File: src/core/hrf_map.vh
`ifndef HRF_MAP_VH
`define HRF_MAP_VH

// ----------------------------------------------------------------
// character codes
// ----------------------------------------------------------------
`define HRF_CHAR_COLON    8'h3A
`define HRF_CHAR_0        8'h30
`define HRF_CHAR_9        8'h39
`define HRF_CHAR_UA       8'h41
`define HRF_CHAR_UF       8'h46
`define HRF_CHAR_LA       8'h61
`define HRF_CHAR_LF       8'h66
`define HRF_HEX_ALPHA_OFS 8'h0A

// ----------------------------------------------------------------
// record types
// ----------------------------------------------------------------
`define HRF_TYPE_PROGRAM  8'h00

// ----------------------------------------------------------------
// serial timing
// ----------------------------------------------------------------
`define HRF_CNT_W         20
`define HRF_CNT_MAX       20'hF_FFFF
`define HRF_MIN_BIT       20'h0_0008
`define HRF_DATA_BITS     3'h7

// ----------------------------------------------------------------
// field sequence
// ----------------------------------------------------------------
`define HRF_FLD_LEN       3'h0
`define HRF_FLD_OFFH      3'h1
`define HRF_FLD_OFFL      3'h2
`define HRF_FLD_TYPE      3'h3
`define HRF_FLD_DATA      3'h4
`define HRF_FLD_SUM       3'h5

`endif

File: src/core/hrf_framer.v
// Notes on behaviour
// - characters are 8 data bits, no parity, one stop bit, no flow control.
// - the bit rate is measured from the host's own characters.
// - a colon starts a frame, and a colon at any point except during data replay restarts one.
// - after the colon each pair of ascii hex digits forms one byte.
// - the length byte counts the data bytes before the checksum.
// - the 16-bit load offset is flagged as used only for program records.
// - the record type byte is passed on to select the command.
// - an empty data field is accepted and yields a frame with no bytes.
// - the sum of length through checksum must be zero modulo 256.
`timescale 1ns/10ps
`include "hrf_map.vh"

module hrf_framer (
    // clock and reset
    input  wire        clk,
    input  wire        sys_rst,
    // serial line from the host
    input  wire        rxPin,
    // record header to the command logic
    output wire [7:0]  recLen,
    output wire [15:0] recOffset,
    output wire [7:0]  recType,
    output wire        offsetUsed,
    // record data stream
    output wire [7:0]  outByte,
    output wire        outValid,
    output wire        outLast,
    input  wire        outReady,
    // frame status
    output wire        frameDone,
    output wire        frameDrop,
    output wire        linkLocked
);

    localparam [3:0] ST_WAIT = 4'b0001;
    localparam [3:0] ST_HI   = 4'b0010;
    localparam [3:0] ST_LO   = 4'b0100;
    localparam [3:0] ST_EMIT = 4'b1000;

    wire [7:0] rxData;
    wire       rxValid;
    wire       rxFrameErr;

    reg [3:0]  state_reg;
    reg [2:0]  field_reg;
    reg [3:0]  hiNib_reg;
    reg [7:0]  sum_reg;
    reg [7:0]  len_reg;
    reg [7:0]  count_reg;
    reg [15:0] offset_reg;
    reg [7:0]  type_reg;
    reg [7:0]  holdLen_reg;
    reg [15:0] holdOffset_reg;
    reg [7:0]  holdType_reg;
    reg [7:0]  emitIdx_reg;
    reg [7:0]  outByte_reg;
    reg        done_reg;
    reg        drop_reg;
    reg [7:0]  buffer [0:255];

    // ------------------------------------------------------------
    // character receiver with autobaud
    // ------------------------------------------------------------
    hrf_uart_rx u_rx (
        .clk        (clk),
        .sys_rst    (sys_rst),
        .rxPin      (rxPin),
        .rxData     (rxData),
        .rxValid    (rxValid),
        .rxFrameErr (rxFrameErr),
        .rxLocked   (linkLocked)
    );

    // ------------------------------------------------------------
    // hex digit decode: {valid, nibble}
    // ------------------------------------------------------------
    function [4:0] hexDigit;
        input [7:0] c;
        reg   [7:0] t;
        begin
            t = 8'h00;
            hexDigit = 5'h00;
            if (c >= `HRF_CHAR_0 && c <= `HRF_CHAR_9)
            begin
                t = c - `HRF_CHAR_0;
                hexDigit = {1'b1, t[3:0]};
            end
            else if (c >= `HRF_CHAR_UA && c <= `HRF_CHAR_UF)
            begin
                t = c - `HRF_CHAR_UA + `HRF_HEX_ALPHA_OFS;
                hexDigit = {1'b1, t[3:0]};
            end
            else if (c >= `HRF_CHAR_LA && c <= `HRF_CHAR_LF)
            begin
                t = c - `HRF_CHAR_LA + `HRF_HEX_ALPHA_OFS;
                hexDigit = {1'b1, t[3:0]};
            end
        end
    endfunction

    wire [4:0] digit    = hexDigit(rxData);
    wire [7:0] newByte  = {hiNib_reg, digit[3:0]};
    wire [7:0] newSum   = sum_reg + newByte;
    wire       isColon  = rxData == `HRF_CHAR_COLON;
    wire       emitTake = (state_reg == ST_EMIT) && outReady;
    wire       emitEnd  = emitIdx_reg == holdLen_reg - 1'b1;

    assign recLen     = holdLen_reg;
    assign recOffset  = holdOffset_reg;
    assign recType    = holdType_reg;
    assign offsetUsed = holdType_reg == `HRF_TYPE_PROGRAM;
    assign outByte    = outByte_reg;
    assign outValid   = state_reg == ST_EMIT;
    assign outLast    = outValid && emitEnd;
    assign frameDone  = done_reg;
    assign frameDrop  = drop_reg;

    // ------------------------------------------------------------
    // data bytes are held until the checksum proves the frame
    // ------------------------------------------------------------
    always @(posedge clk)
    begin
        if (rxValid && state_reg == ST_LO && digit[4]
            && field_reg == `HRF_FLD_DATA)
            buffer[count_reg] <= newByte;
    end

    // ------------------------------------------------------------
    // frame parser
    // ------------------------------------------------------------
    always @(posedge clk or posedge sys_rst)
    begin
        if (sys_rst)
        begin
            state_reg      <= ST_WAIT;
            field_reg      <= `HRF_FLD_LEN;
            hiNib_reg      <= 4'h0;
            sum_reg        <= 8'h00;
            len_reg        <= 8'h00;
            count_reg      <= 8'h00;
            offset_reg     <= 16'h0000;
            type_reg       <= 8'h00;
            holdLen_reg    <= 8'h00;
            holdOffset_reg <= 16'h0000;
            holdType_reg   <= 8'h00;
            emitIdx_reg    <= 8'h00;
            outByte_reg    <= 8'h00;
            done_reg       <= 1'b0;
            drop_reg       <= 1'b0;
        end
        else
        begin
            done_reg <= 1'b0;
            drop_reg <= 1'b0;
            if (state_reg == ST_EMIT)
            begin
                // characters arriving during replay are ignored
                if (emitTake)
                begin
                    if (emitEnd)
                    begin
                        done_reg  <= 1'b1;
                        state_reg <= ST_WAIT;
                    end
                    else
                    begin
                        emitIdx_reg <= emitIdx_reg + 1'b1;
                        outByte_reg <= buffer[emitIdx_reg + 1'b1];
                    end
                end
            end
            else if (rxFrameErr)
            begin
                if (state_reg != ST_WAIT)
                    drop_reg <= 1'b1;
                state_reg <= ST_WAIT;
            end
            else if (rxValid)
            begin
                if (isColon)
                begin
                    if (state_reg != ST_WAIT)
                        drop_reg <= 1'b1;
                    state_reg <= ST_HI;
                    field_reg <= `HRF_FLD_LEN;
                    sum_reg   <= 8'h00;
                    count_reg <= 8'h00;
                end
                else if (state_reg == ST_WAIT)
                    state_reg <= ST_WAIT;
                else if (!digit[4])
                begin
                    drop_reg  <= 1'b1;
                    state_reg <= ST_WAIT;
                end
                else if (state_reg == ST_HI)
                begin
                    hiNib_reg <= digit[3:0];
                    state_reg <= ST_LO;
                end
                else
                begin
                    sum_reg   <= newSum;
                    state_reg <= ST_HI;
                    case (field_reg)
                        `HRF_FLD_LEN:
                        begin
                            len_reg   <= newByte;
                            field_reg <= `HRF_FLD_OFFH;
                        end
                        `HRF_FLD_OFFH:
                        begin
                            offset_reg[15:8] <= newByte;
                            field_reg        <= `HRF_FLD_OFFL;
                        end
                        `HRF_FLD_OFFL:
                        begin
                            offset_reg[7:0] <= newByte;
                            field_reg       <= `HRF_FLD_TYPE;
                        end
                        `HRF_FLD_TYPE:
                        begin
                            type_reg  <= newByte;
                            field_reg <= (len_reg == 8'h00) ?
                                         `HRF_FLD_SUM : `HRF_FLD_DATA;
                        end
                        `HRF_FLD_DATA:
                        begin
                            count_reg <= count_reg + 1'b1;
                            if (count_reg == len_reg - 1'b1)
                                field_reg <= `HRF_FLD_SUM;
                        end
                        `HRF_FLD_SUM:
                        begin
                            if (newSum == 8'h00)
                            begin
                                holdLen_reg    <= len_reg;
                                holdOffset_reg <= offset_reg;
                                holdType_reg   <= type_reg;
                                emitIdx_reg    <= 8'h00;
                                outByte_reg    <= buffer[0];
                                if (len_reg == 8'h00)
                                begin
                                    done_reg  <= 1'b1;
                                    state_reg <= ST_WAIT;
                                end
                                else
                                    state_reg <= ST_EMIT;
                            end
                            else
                            begin
                                drop_reg  <= 1'b1;
                                state_reg <= ST_WAIT;
                            end
                        end
                        default:
                            state_reg <= ST_WAIT;
                    endcase
                end
            end
        end
    end

endmodule

File: src/core/hrf_uart_rx.v
`timescale 1ns/10ps
`include "hrf_map.vh"

module hrf_uart_rx (
    // clock and reset
    input  wire        clk,
    input  wire        sys_rst,
    // serial line from the host
    input  wire        rxPin,
    // received characters
    output wire [7:0]  rxData,
    output wire        rxValid,
    output wire        rxFrameErr,
    output wire        rxLocked
);

    localparam [5:0] RX_HUNT  = 6'b00_0001;
    localparam [5:0] RX_MEAS  = 6'b00_0010;
    localparam [5:0] RX_IDLE  = 6'b00_0100;
    localparam [5:0] RX_START = 6'b00_1000;
    localparam [5:0] RX_DATA  = 6'b01_0000;
    localparam [5:0] RX_STOP  = 6'b10_0000;

    reg [2:0]              syncPipe_reg;
    reg                    lineLevel_reg;
    reg                    linePrev_reg;
    reg [5:0]              state_reg;
    reg [`HRF_CNT_W-1:0]   cnt_reg;
    reg [`HRF_CNT_W-1:0]   bitLen_reg;
    reg [2:0]              bitIdx_reg;
    reg [7:0]              shift_reg;
    reg [7:0]              data_reg;
    reg                    valid_reg;
    reg                    frameErr_reg;
    reg                    locked_reg;
    reg                    calib_reg;

    wire fallEdge = linePrev_reg & ~lineLevel_reg;
    wire riseEdge = ~linePrev_reg & lineLevel_reg;
    wire [`HRF_CNT_W-1:0] halfBit = {1'b0, bitLen_reg[`HRF_CNT_W-1:1]};

    assign rxData     = data_reg;
    assign rxValid    = valid_reg;
    assign rxFrameErr = frameErr_reg;
    assign rxLocked   = locked_reg;

    // ------------------------------------------------------------
    // line synchroniser: level changes once stages two and three agree
    // ------------------------------------------------------------
    always @(posedge clk or posedge sys_rst)
    begin
        if (sys_rst)
        begin
            syncPipe_reg  <= 3'h7;
            lineLevel_reg <= 1'b1;
            linePrev_reg  <= 1'b1;
        end
        else
        begin
            syncPipe_reg <= {syncPipe_reg[1:0], rxPin};
            linePrev_reg <= lineLevel_reg;
            if (syncPipe_reg[1] == syncPipe_reg[2])
                lineLevel_reg <= syncPipe_reg[2];
        end
    end

    // ------------------------------------------------------------
    // autobaud and 8N1 character receiver
    // ------------------------------------------------------------
    always @(posedge clk or posedge sys_rst)
    begin
        if (sys_rst)
        begin
            state_reg    <= RX_HUNT;
            cnt_reg      <= {`HRF_CNT_W{1'b0}};
            bitLen_reg   <= {`HRF_CNT_W{1'b0}};
            bitIdx_reg   <= 3'h0;
            shift_reg    <= 8'h00;
            data_reg     <= 8'h00;
            valid_reg    <= 1'b0;
            frameErr_reg <= 1'b0;
            locked_reg   <= 1'b0;
            calib_reg    <= 1'b0;
        end
        else
        begin
            valid_reg    <= 1'b0;
            frameErr_reg <= 1'b0;
            if (cnt_reg != {`HRF_CNT_W{1'b0}} && state_reg != RX_MEAS)
                cnt_reg <= cnt_reg - 1'b1;
            case (state_reg)
                RX_HUNT:
                begin
                    locked_reg <= 1'b0;
                    if (fallEdge)
                    begin
                        cnt_reg   <= {{(`HRF_CNT_W-1){1'b0}}, 1'b1};
                        state_reg <= RX_MEAS;
                    end
                end
                // bit rate from start plus bit0
                // the colon keeps the line low for start bit and bit 0,
                // so half the low time is one bit; the edge cycle is low too
                RX_MEAS:
                begin
                    if (cnt_reg != `HRF_CNT_MAX)
                        cnt_reg <= cnt_reg + 1'b1;
                    else
                        state_reg <= RX_HUNT;
                    if (riseEdge)
                    begin
                        if (cnt_reg[`HRF_CNT_W-1:1] >= `HRF_MIN_BIT)
                        begin
                            bitLen_reg <= {1'b0, cnt_reg[`HRF_CNT_W-1:1]};
                            cnt_reg    <= {2'b00, cnt_reg[`HRF_CNT_W-1:2]};
                            shift_reg  <= 8'h00;
                            bitIdx_reg <= 3'h1;
                            calib_reg  <= 1'b1;
                            state_reg  <= RX_DATA;
                        end
                        else
                            state_reg <= RX_HUNT;
                    end
                end
                RX_IDLE:
                begin
                    if (fallEdge)
                    begin
                        cnt_reg   <= halfBit;
                        state_reg <= RX_START;
                    end
                end
                RX_START:
                begin
                    if (cnt_reg == {`HRF_CNT_W{1'b0}})
                    begin
                        cnt_reg    <= bitLen_reg - 1'b1;
                        bitIdx_reg <= 3'h0;
                        state_reg  <= lineLevel_reg ? RX_IDLE : RX_DATA;
                    end
                end
                RX_DATA:
                begin
                    if (cnt_reg == {`HRF_CNT_W{1'b0}})
                    begin
                        shift_reg  <= {lineLevel_reg, shift_reg[7:1]};
                        cnt_reg    <= bitLen_reg - 1'b1;
                        bitIdx_reg <= bitIdx_reg + 1'b1;
                        if (bitIdx_reg == `HRF_DATA_BITS)
                            state_reg <= RX_STOP;
                    end
                end
                RX_STOP:
                begin
                    if (cnt_reg == {`HRF_CNT_W{1'b0}})
                    begin
                        calib_reg <= 1'b0;
                        if (lineLevel_reg)
                        begin
                            valid_reg <= 1'b1;
                            data_reg  <= shift_reg;
                            // a bad calibration character forces a remeasure
                            if (calib_reg && shift_reg != `HRF_CHAR_COLON)
                                state_reg <= RX_HUNT;
                            else
                            begin
                                locked_reg <= 1'b1;
                                state_reg  <= RX_IDLE;
                            end
                        end
                        else
                        begin
                            frameErr_reg <= 1'b1;
                            state_reg    <= RX_HUNT;
                        end
                    end
                end
                default:
                    state_reg <= RX_HUNT;
            endcase
        end
    end

endmodule

File: config.mk
export PLATFORM = sky130hd
export DESIGN_NAME = hrf_framer
export DESIGN_NICKNAME = d
export VERILOG_FILES = /design/src/core/hrf_framer.v /design/src/core/hrf_uart_rx.v
export VERILOG_INCLUDE_DIRS = /design/src /design/src/core
export SDC_FILE = /design/constraint.sdc
export NUM_CORES = 2
export LEC_CHECK = 0
export ABC_AREA = 0
export BUFFER_PORTS_ARGS = -buffer_cell sky130_fd_sc_hd__clkbuf_2
export CAP_MARGIN = 20
export CORE_UTILIZATION = 35
export DETAILED_ROUTE_END_ITERATION = 16
export MAX_ROUTING_LAYER = met4
export PLACE_DENSITY = 0.48
export SYNTH_ARGS = -nofsm -noshare
export SYNTH_HDL_FRONTEND = slang
export SYNTH_HIERARCHICAL = 1
export SYNTH_SLANG_ARGS = --single-unit
File: constraint.sdc
create_clock -name clk -period 9.9 [get_ports clk]
set_clock_uncertainty 0.15 [all_clocks]
set_input_delay 1.98 -clock clk [delete_from_list [all_inputs] [get_ports clk]]
set_output_delay 1.98 -clock clk [all_outputs]
set_load 0.005 [all_outputs]
After elaboration in Yosys (flattened, before gate mapping) --
Memories as Yosys holds them, arrays and structs flattened. Index checks and enable logic that the tools add are counted.
Word-level totals: logic and storage cells 274, memories kept 1, bits of input ports 4, RAM bits 2048, register bits 182, output and inout port bits 46
Cells by class: muxes and demuxes 121, $add $sub $neg 14, magnitude comparators 7, bitwise logic cells 9, reductions and logical operators 48, eq/ne operators 45
Memory list:
- buffer | depth 256, bits a word 8, rd ports 2, clocked after memory_dff 0, write ports 1, RTL line hrf_framer.v:60 | reg [7:0] buffer [0:255];
Operators with widths (count):
- 8-bit 2-to-1 mux | 34
- 20-bit 2-to-1 mux | 7
- 20-bit one-hot mux with 4 select lines | 1
- 6-bit 2-to-1 mux | 8
- 4-bit 2-to-1 mux | 11
- 8-bit AND reduction | 5
- 1-bit 2-to-1 mux | 37
- 6-bit one-hot mux with 6 select lines | 1
- 3-bit 2-to-1 mux | 11
- 5-bit 2-to-1 mux | 5
- 8-bit logical NOT | 3
- 2-bit by 1-bit inequality test with 1-bit output, second input constant | 11
- 7-bit AND reduction | 3
- 20-bit by 1-bit adder with 20-bit output, second input constant | 1
- 20-bit logical NOT | 1
- 20-bit inequality test, second input constant | 1
- 20-bit nonzero test | 1
- 19-bit by 1-bit subtractor with 20-bit output, second input constant | 1
- 20-bit by 1-bit subtractor with 20-bit output, second input constant | 1
- 19-bit by 4-bit >= comparator with 1-bit output, second input constant | 1
- 2-bit nonzero test | 9
- 8-bit by 1-bit adder with 8-bit output, second input constant | 2
- 8-bit equality test | 2
- 8-bit by 7-bit >= comparator with 1-bit output, second input constant | 2
- 47 further kinds | 85

Depth between registers and ports, before layout --
depth after elaboration 16, mapped depth 19, gate-level depth less buffers 18

Modules after synthesis --
The synthesis kept the hierarchy.
By module, submodules not included:
- hrf_framer | instances 1, cells an instance 4096, area each 84020.6 um^2, sequential area each 64227.8 um^2
- hrf_uart_rx | instances 1, cells an instance 526, area each 4792.1 um^2, sequential area each 1834.3 um^2

Worst setup path after synthesis --
No wires, ideal clock.
path type flip-flop to flip-flop, from register u_rx.data_reg[0], in the netlist u_rx/rxData[0], to register holdOffset_reg[10], in the netlist recOffset[10], data arrival time 10189 ps, library setup time 128 ps, slack -566 ps, buffers on the path 1, period minus slack after synthesis 10466 ps, cell stages (with the launch flop) 18, required time 9622 ps, cells stage by stage dfrtp_1 inv_1 ha_1 o21bai_1 a21oi_2 nor2b_1 xnor2_1 nor2_1 ha_1 nor2b_1 o21ai_1 a21oi_1 o21a_1 or3_1 a211oi_2 nand2_2 buf_2 mux2_1
On the way: cells in the longest elaborated chain, start to end 8, elaborated cells on any way between the ends 22, those cells by class 6 x add/sub; 6 x order compare; 1 x eq/ne; 3 x mux; 1 x bitwise; 5 x reduce/logical
RTL lines:
- start: declaration | RTL line hrf_uart_rx.v:32 | reg [7:0] data_reg;
- start signal: assignment | RTL line hrf_uart_rx.v:161 | data_reg <= shift_reg;
- 4-bit by 1-bit subtractor with 4-bit output (no source line), or another cell as far along
- 4-bit adder (no source line) or 1-bit logical AND (tied branches)
- 5-bit 2-to-1 mux | RTL line hrf_framer.v:94 | else if (c >= `HRF_CHAR_LA && c <= `HRF_CHAR_LF)
- 5-bit 2-to-1 mux | RTL line hrf_framer.v:89 | else if (c >= `HRF_CHAR_UA && c <= `HRF_CHAR_UF)
- 5-bit 2-to-1 mux * | RTL line hrf_framer.v:84 | if (c >= `HRF_CHAR_0 && c <= `HRF_CHAR_9)
- net digit[2] | RTL line hrf_framer.v:102 | wire [4:0] digit = hexDigit(rxData);
- 8-bit adder * | RTL line hrf_framer.v:104 | wire [7:0] newSum = sum_reg + newByte;
- 8-bit logical NOT * | RTL line hrf_framer.v:236 | if (newSum == 8'h00)
- 9-bit AND reduction (no source line) *
- end signal: assignment | RTL line hrf_framer.v:239 | holdOffset_reg <= offset_reg;
- end: declaration | RTL line hrf_framer.v:54 | reg [15:0] holdOffset_reg;
Mark *: on every way through the listed nets, which the timed path passes. The rest lies on a longest branch. A chain may end at the register's enable or synchronous reset.

Worst setup path after layout --
from register u_rx.data_reg[0], in the netlist u_rx/rxData[0], to register holdOffset_reg[8], in the netlist recOffset[8]
The elaborated chain is that of the path after synthesis.

==> results.yml <==
status:
  status: "completed"
floorplanning:
  pin_count: 50
  core_mm2: 0.252
  rows: 184
  die_height_um: 506
  start_util_pct: 35.3
  die_area_mm2: 0.256
  die_w_um: 506
timing:
  maxSlewHeadroom_pct: 17.3
  period_share_pct: 58.8
  rsz0062_at_grt: "false"
  worst_pin_slew_ns: 1.24
  setup_slack_ns: 4.08
  fin_setup_tns_ns: 0
  clock.fmax_ghz: 0.172
  hold_viol_final: 0
  drv_slew: 0
  fin_crit_ns: 5.82
  setup_viol: 0
critical_path:
  r2r_end: "recOffset[8]$_DFFE_PP0P_"
  crit_fanout: 90
  cp-end-kind: "register"
  r2r-start: "u_rx/rxData[0]$_DFFE_PP0P_"
  worstSetupEndpoint: "recOffset[8]$_DFFE_PP0P_"
  r2r_slack_ns: 4.08
  crit_type: "register to register"
  critPathLaunch: "u_rx/rxData[0]$_DFFE_PP0P_"
  start_kind: "register"
  critical_path_arrival_ns: 6.41
  ff2ff_path_depth: 18
  required_ns: 10.49
clocking:
  tritoncts: "built"
  ctsHoldBuffers: 0
  ctsResizeCount: 0
  root_buffer: "clkbuf_16"
  htreeDepth: 4
  cts.path.max_buffers: 3
  worstSkewPairLatency_ns: 0.86
  clkTransAtPathRegs_ns: 0.06
  cts_buffers: 226
  clock-sinks: 2230
  cts_setup_buffers: 0
synth:
  ys_seq_area_share_pct: 74.4
  synth_edf_count: 2048
  synth_nets: 4651
  syn_area_mm2: 0.0888
  ys_seq_elements: 2230
  ys_types: 96
  syn_area_per_cell_um2: 19.2
  synth-main-ff-cell: "edfxtp_1"
  synth-async-reset-ratio_pct: 8.16
  ys_warn_count: 6
  syn_inst: 4622
power_and_ir_drop:
  powerDensity_mw_per_mm2: 193
  ir_drop_v: 0.000176
  power.static_leakage_nw: 25.7
placement:
  pre_cts_ws_ns: 4.01
  finalWeightedCongestion: 0.806
  portBuffers: 49
  dp_hpwl_um: 143000
routing:
  first_pass_iters: 7
  drt_iter0_drc: 4160
  ant_nets: 0
  vias_per_cell: 5.47
  wl_um: 242000
  drcViolationCount: 0
  post_drt_wl_per_cell_um: 29.4
  vias: 45100
cells_and_area:
  largest_reg_flops: 2048
  final_common_cell: "edfxtp_1"
  final_net_count: 4731
  final_cell_mix: "edfxtp_1, mux4_2, nor2_1, a22oi_1, clkbuf_16"
  drive_gt1_share_pct: 22.3
  syn_to_final_growth_pct: 12.6
grt:
  grt_pass1_vias: 46100
  antenna_found_initial: 8
  grt-ovfl-total: 0
  grt_start_max_net_pins: 186
  grtUsageTotal_pct: 19.4
  grt_pass1_wl_um: 349000
min_path:
  min_path_type: "register to register"
job:
  max_cap_violations: 0
-- worst max-delay path, cell delays in order, from the launching register on --
cell and delay (ns):
dfrtp_1 0.42, inv_1 0.14, ha_1 0.19, o21bai_1 0.09, a21oi_2 0.29, a31oi_1 0.24
nor2_4 0.19, buf_4 0.73, ha_1 0.32, inv_1 0.07, fa_1 0.43, nor2b_1 0.13
o21ai_1 0.08, a21oi_1 0.20, nand2b_1 0.16, nand4_1 0.14, a211oi_2 0.52, nand2_2 0.66
mux2_1 0.53
-- cell families (layout without fill, tap and decap cells) --
kind of cell | Yosys count | in the layout | synth area share, %
DFF | 2230 | 2230 | 74.4
and+or+nand+nor | 726 | 726 | 3.80
AOI/OAI and AO/OA | 663 | 663 | 5.15
muxes | 571 | 571 | 13.7
buffers and inverters | 329 | 597 | 1.80
xor gates and xnor gates | 77 | 77 | 0.759
adders and majority gates | 26 | 26 | 0.372
other | 0 | 5 | 0
-- where the power goes --
group / total [mW] / internal (mW) / switching (mW)
sequential: 10.4 / 10.2 / 0.157
combinational: 0.694 / 0.266 / 0.428
clock: 8.24 / 4.59 / 3.65
-- cell usage after synthesis, types with 14 or more instances --
cell type	n	area, um2
nand4_1	18	113
o22ai_1	14	87.6
xnor2_1	47	412
nand2_1	175	657
edfxtp_1	2048	61500
dfrtp_1	175	4380
nor2b_1	20	125
a22o_1	20	175
a21oi_1	162	811
ha_1	24	300
mux4_2	512	11500
o21ai_0	65	325
buf_2	62	310
nor4_1	24	150
mux2_2	51	574
nor3_1	26	130
buf_1	33	124
nand3_1	42	210
buf_4	14	105
clkbuf_1	152	571
a22oi_1	262	1970
inv_1	38	143
o41ai_1	21	184
nor2_1	321	1200
xor2_1	30	263
buf_6	24	270
and3_1	19	119
-- metrics by stage --
stage	power (mW)	cell area, um2	cells	util [%]	hold WS [ns]
floorplan	11.1	88800	4622	-	0.195
global placement	11.2	92800	7815	36.9	0.196
detailed placement	11.2	92900	7819	36.9	0.200
CTS	19.5	99900	8235	39.7	0.208
global route	19.9	100000	8242	39.7	0.217
finish	19.3	100000	8243	39.7	0.211
-- how the worst min path moves through the flow --
stage	slack (ns)	cells past startpoint	endpoint	start
detailed placement	0.20	0	u_rx/syncPipe_reg[1]$_DFF_PP1_	u_rx/syncPipe_reg[0]$_DFF_PP1_
global route	0.22	0	u_rx/syncPipe_reg[1]$_DFF_PP1_	u_rx/syncPipe_reg[0]$_DFF_PP1_
CTS	0.21	0	u_rx/syncPipe_reg[1]$_DFF_PP1_	u_rx/syncPipe_reg[0]$_DFF_PP1_
floorplan	0.20	0	u_rx/syncPipe_reg[1]$_DFF_PP1_	u_rx/syncPipe_reg[0]$_DFF_PP1_
global placement	0.20	0	u_rx/syncPipe_reg[1]$_DFF_PP1_	u_rx/syncPipe_reg[0]$_DFF_PP1_
finish	0.21	0	u_rx/syncPipe_reg[1]$_DFF_PP1_	u_rx/syncPipe_reg[0]$_DFF_PP1_
-- cell type report --
class / instances / area (um2)
Sequential cell: 2230 / 66100
Fill cell: 22700 / 152000
Clock inverter: 126 / 1070
Antenna cell: 5 / 12.5
Tap cell: 3348 / 4190
Timing Repair Buffer: 143 / 1150
Inverter: 38 / 153
Multi-Input combinational cell: 2063 / 21300
Clock buffer: 290 / 6010
-- layer usage --
layer / wire [um] / part of all wire (%) / up-vias / track usage, %
li1: - / - / 19100 / -
met1: 108000 / 45 / 24400 / 26.8
met2: 118000 / 49 / 1202 / 30.9
met3: 11700 / 4.8 / 311 / 2.66
met4: 4360 / 1.8 / 0 / 3.98
met5: 0 / 0 / - / -
Note: power is estimated with default switching activity, not from simulation.
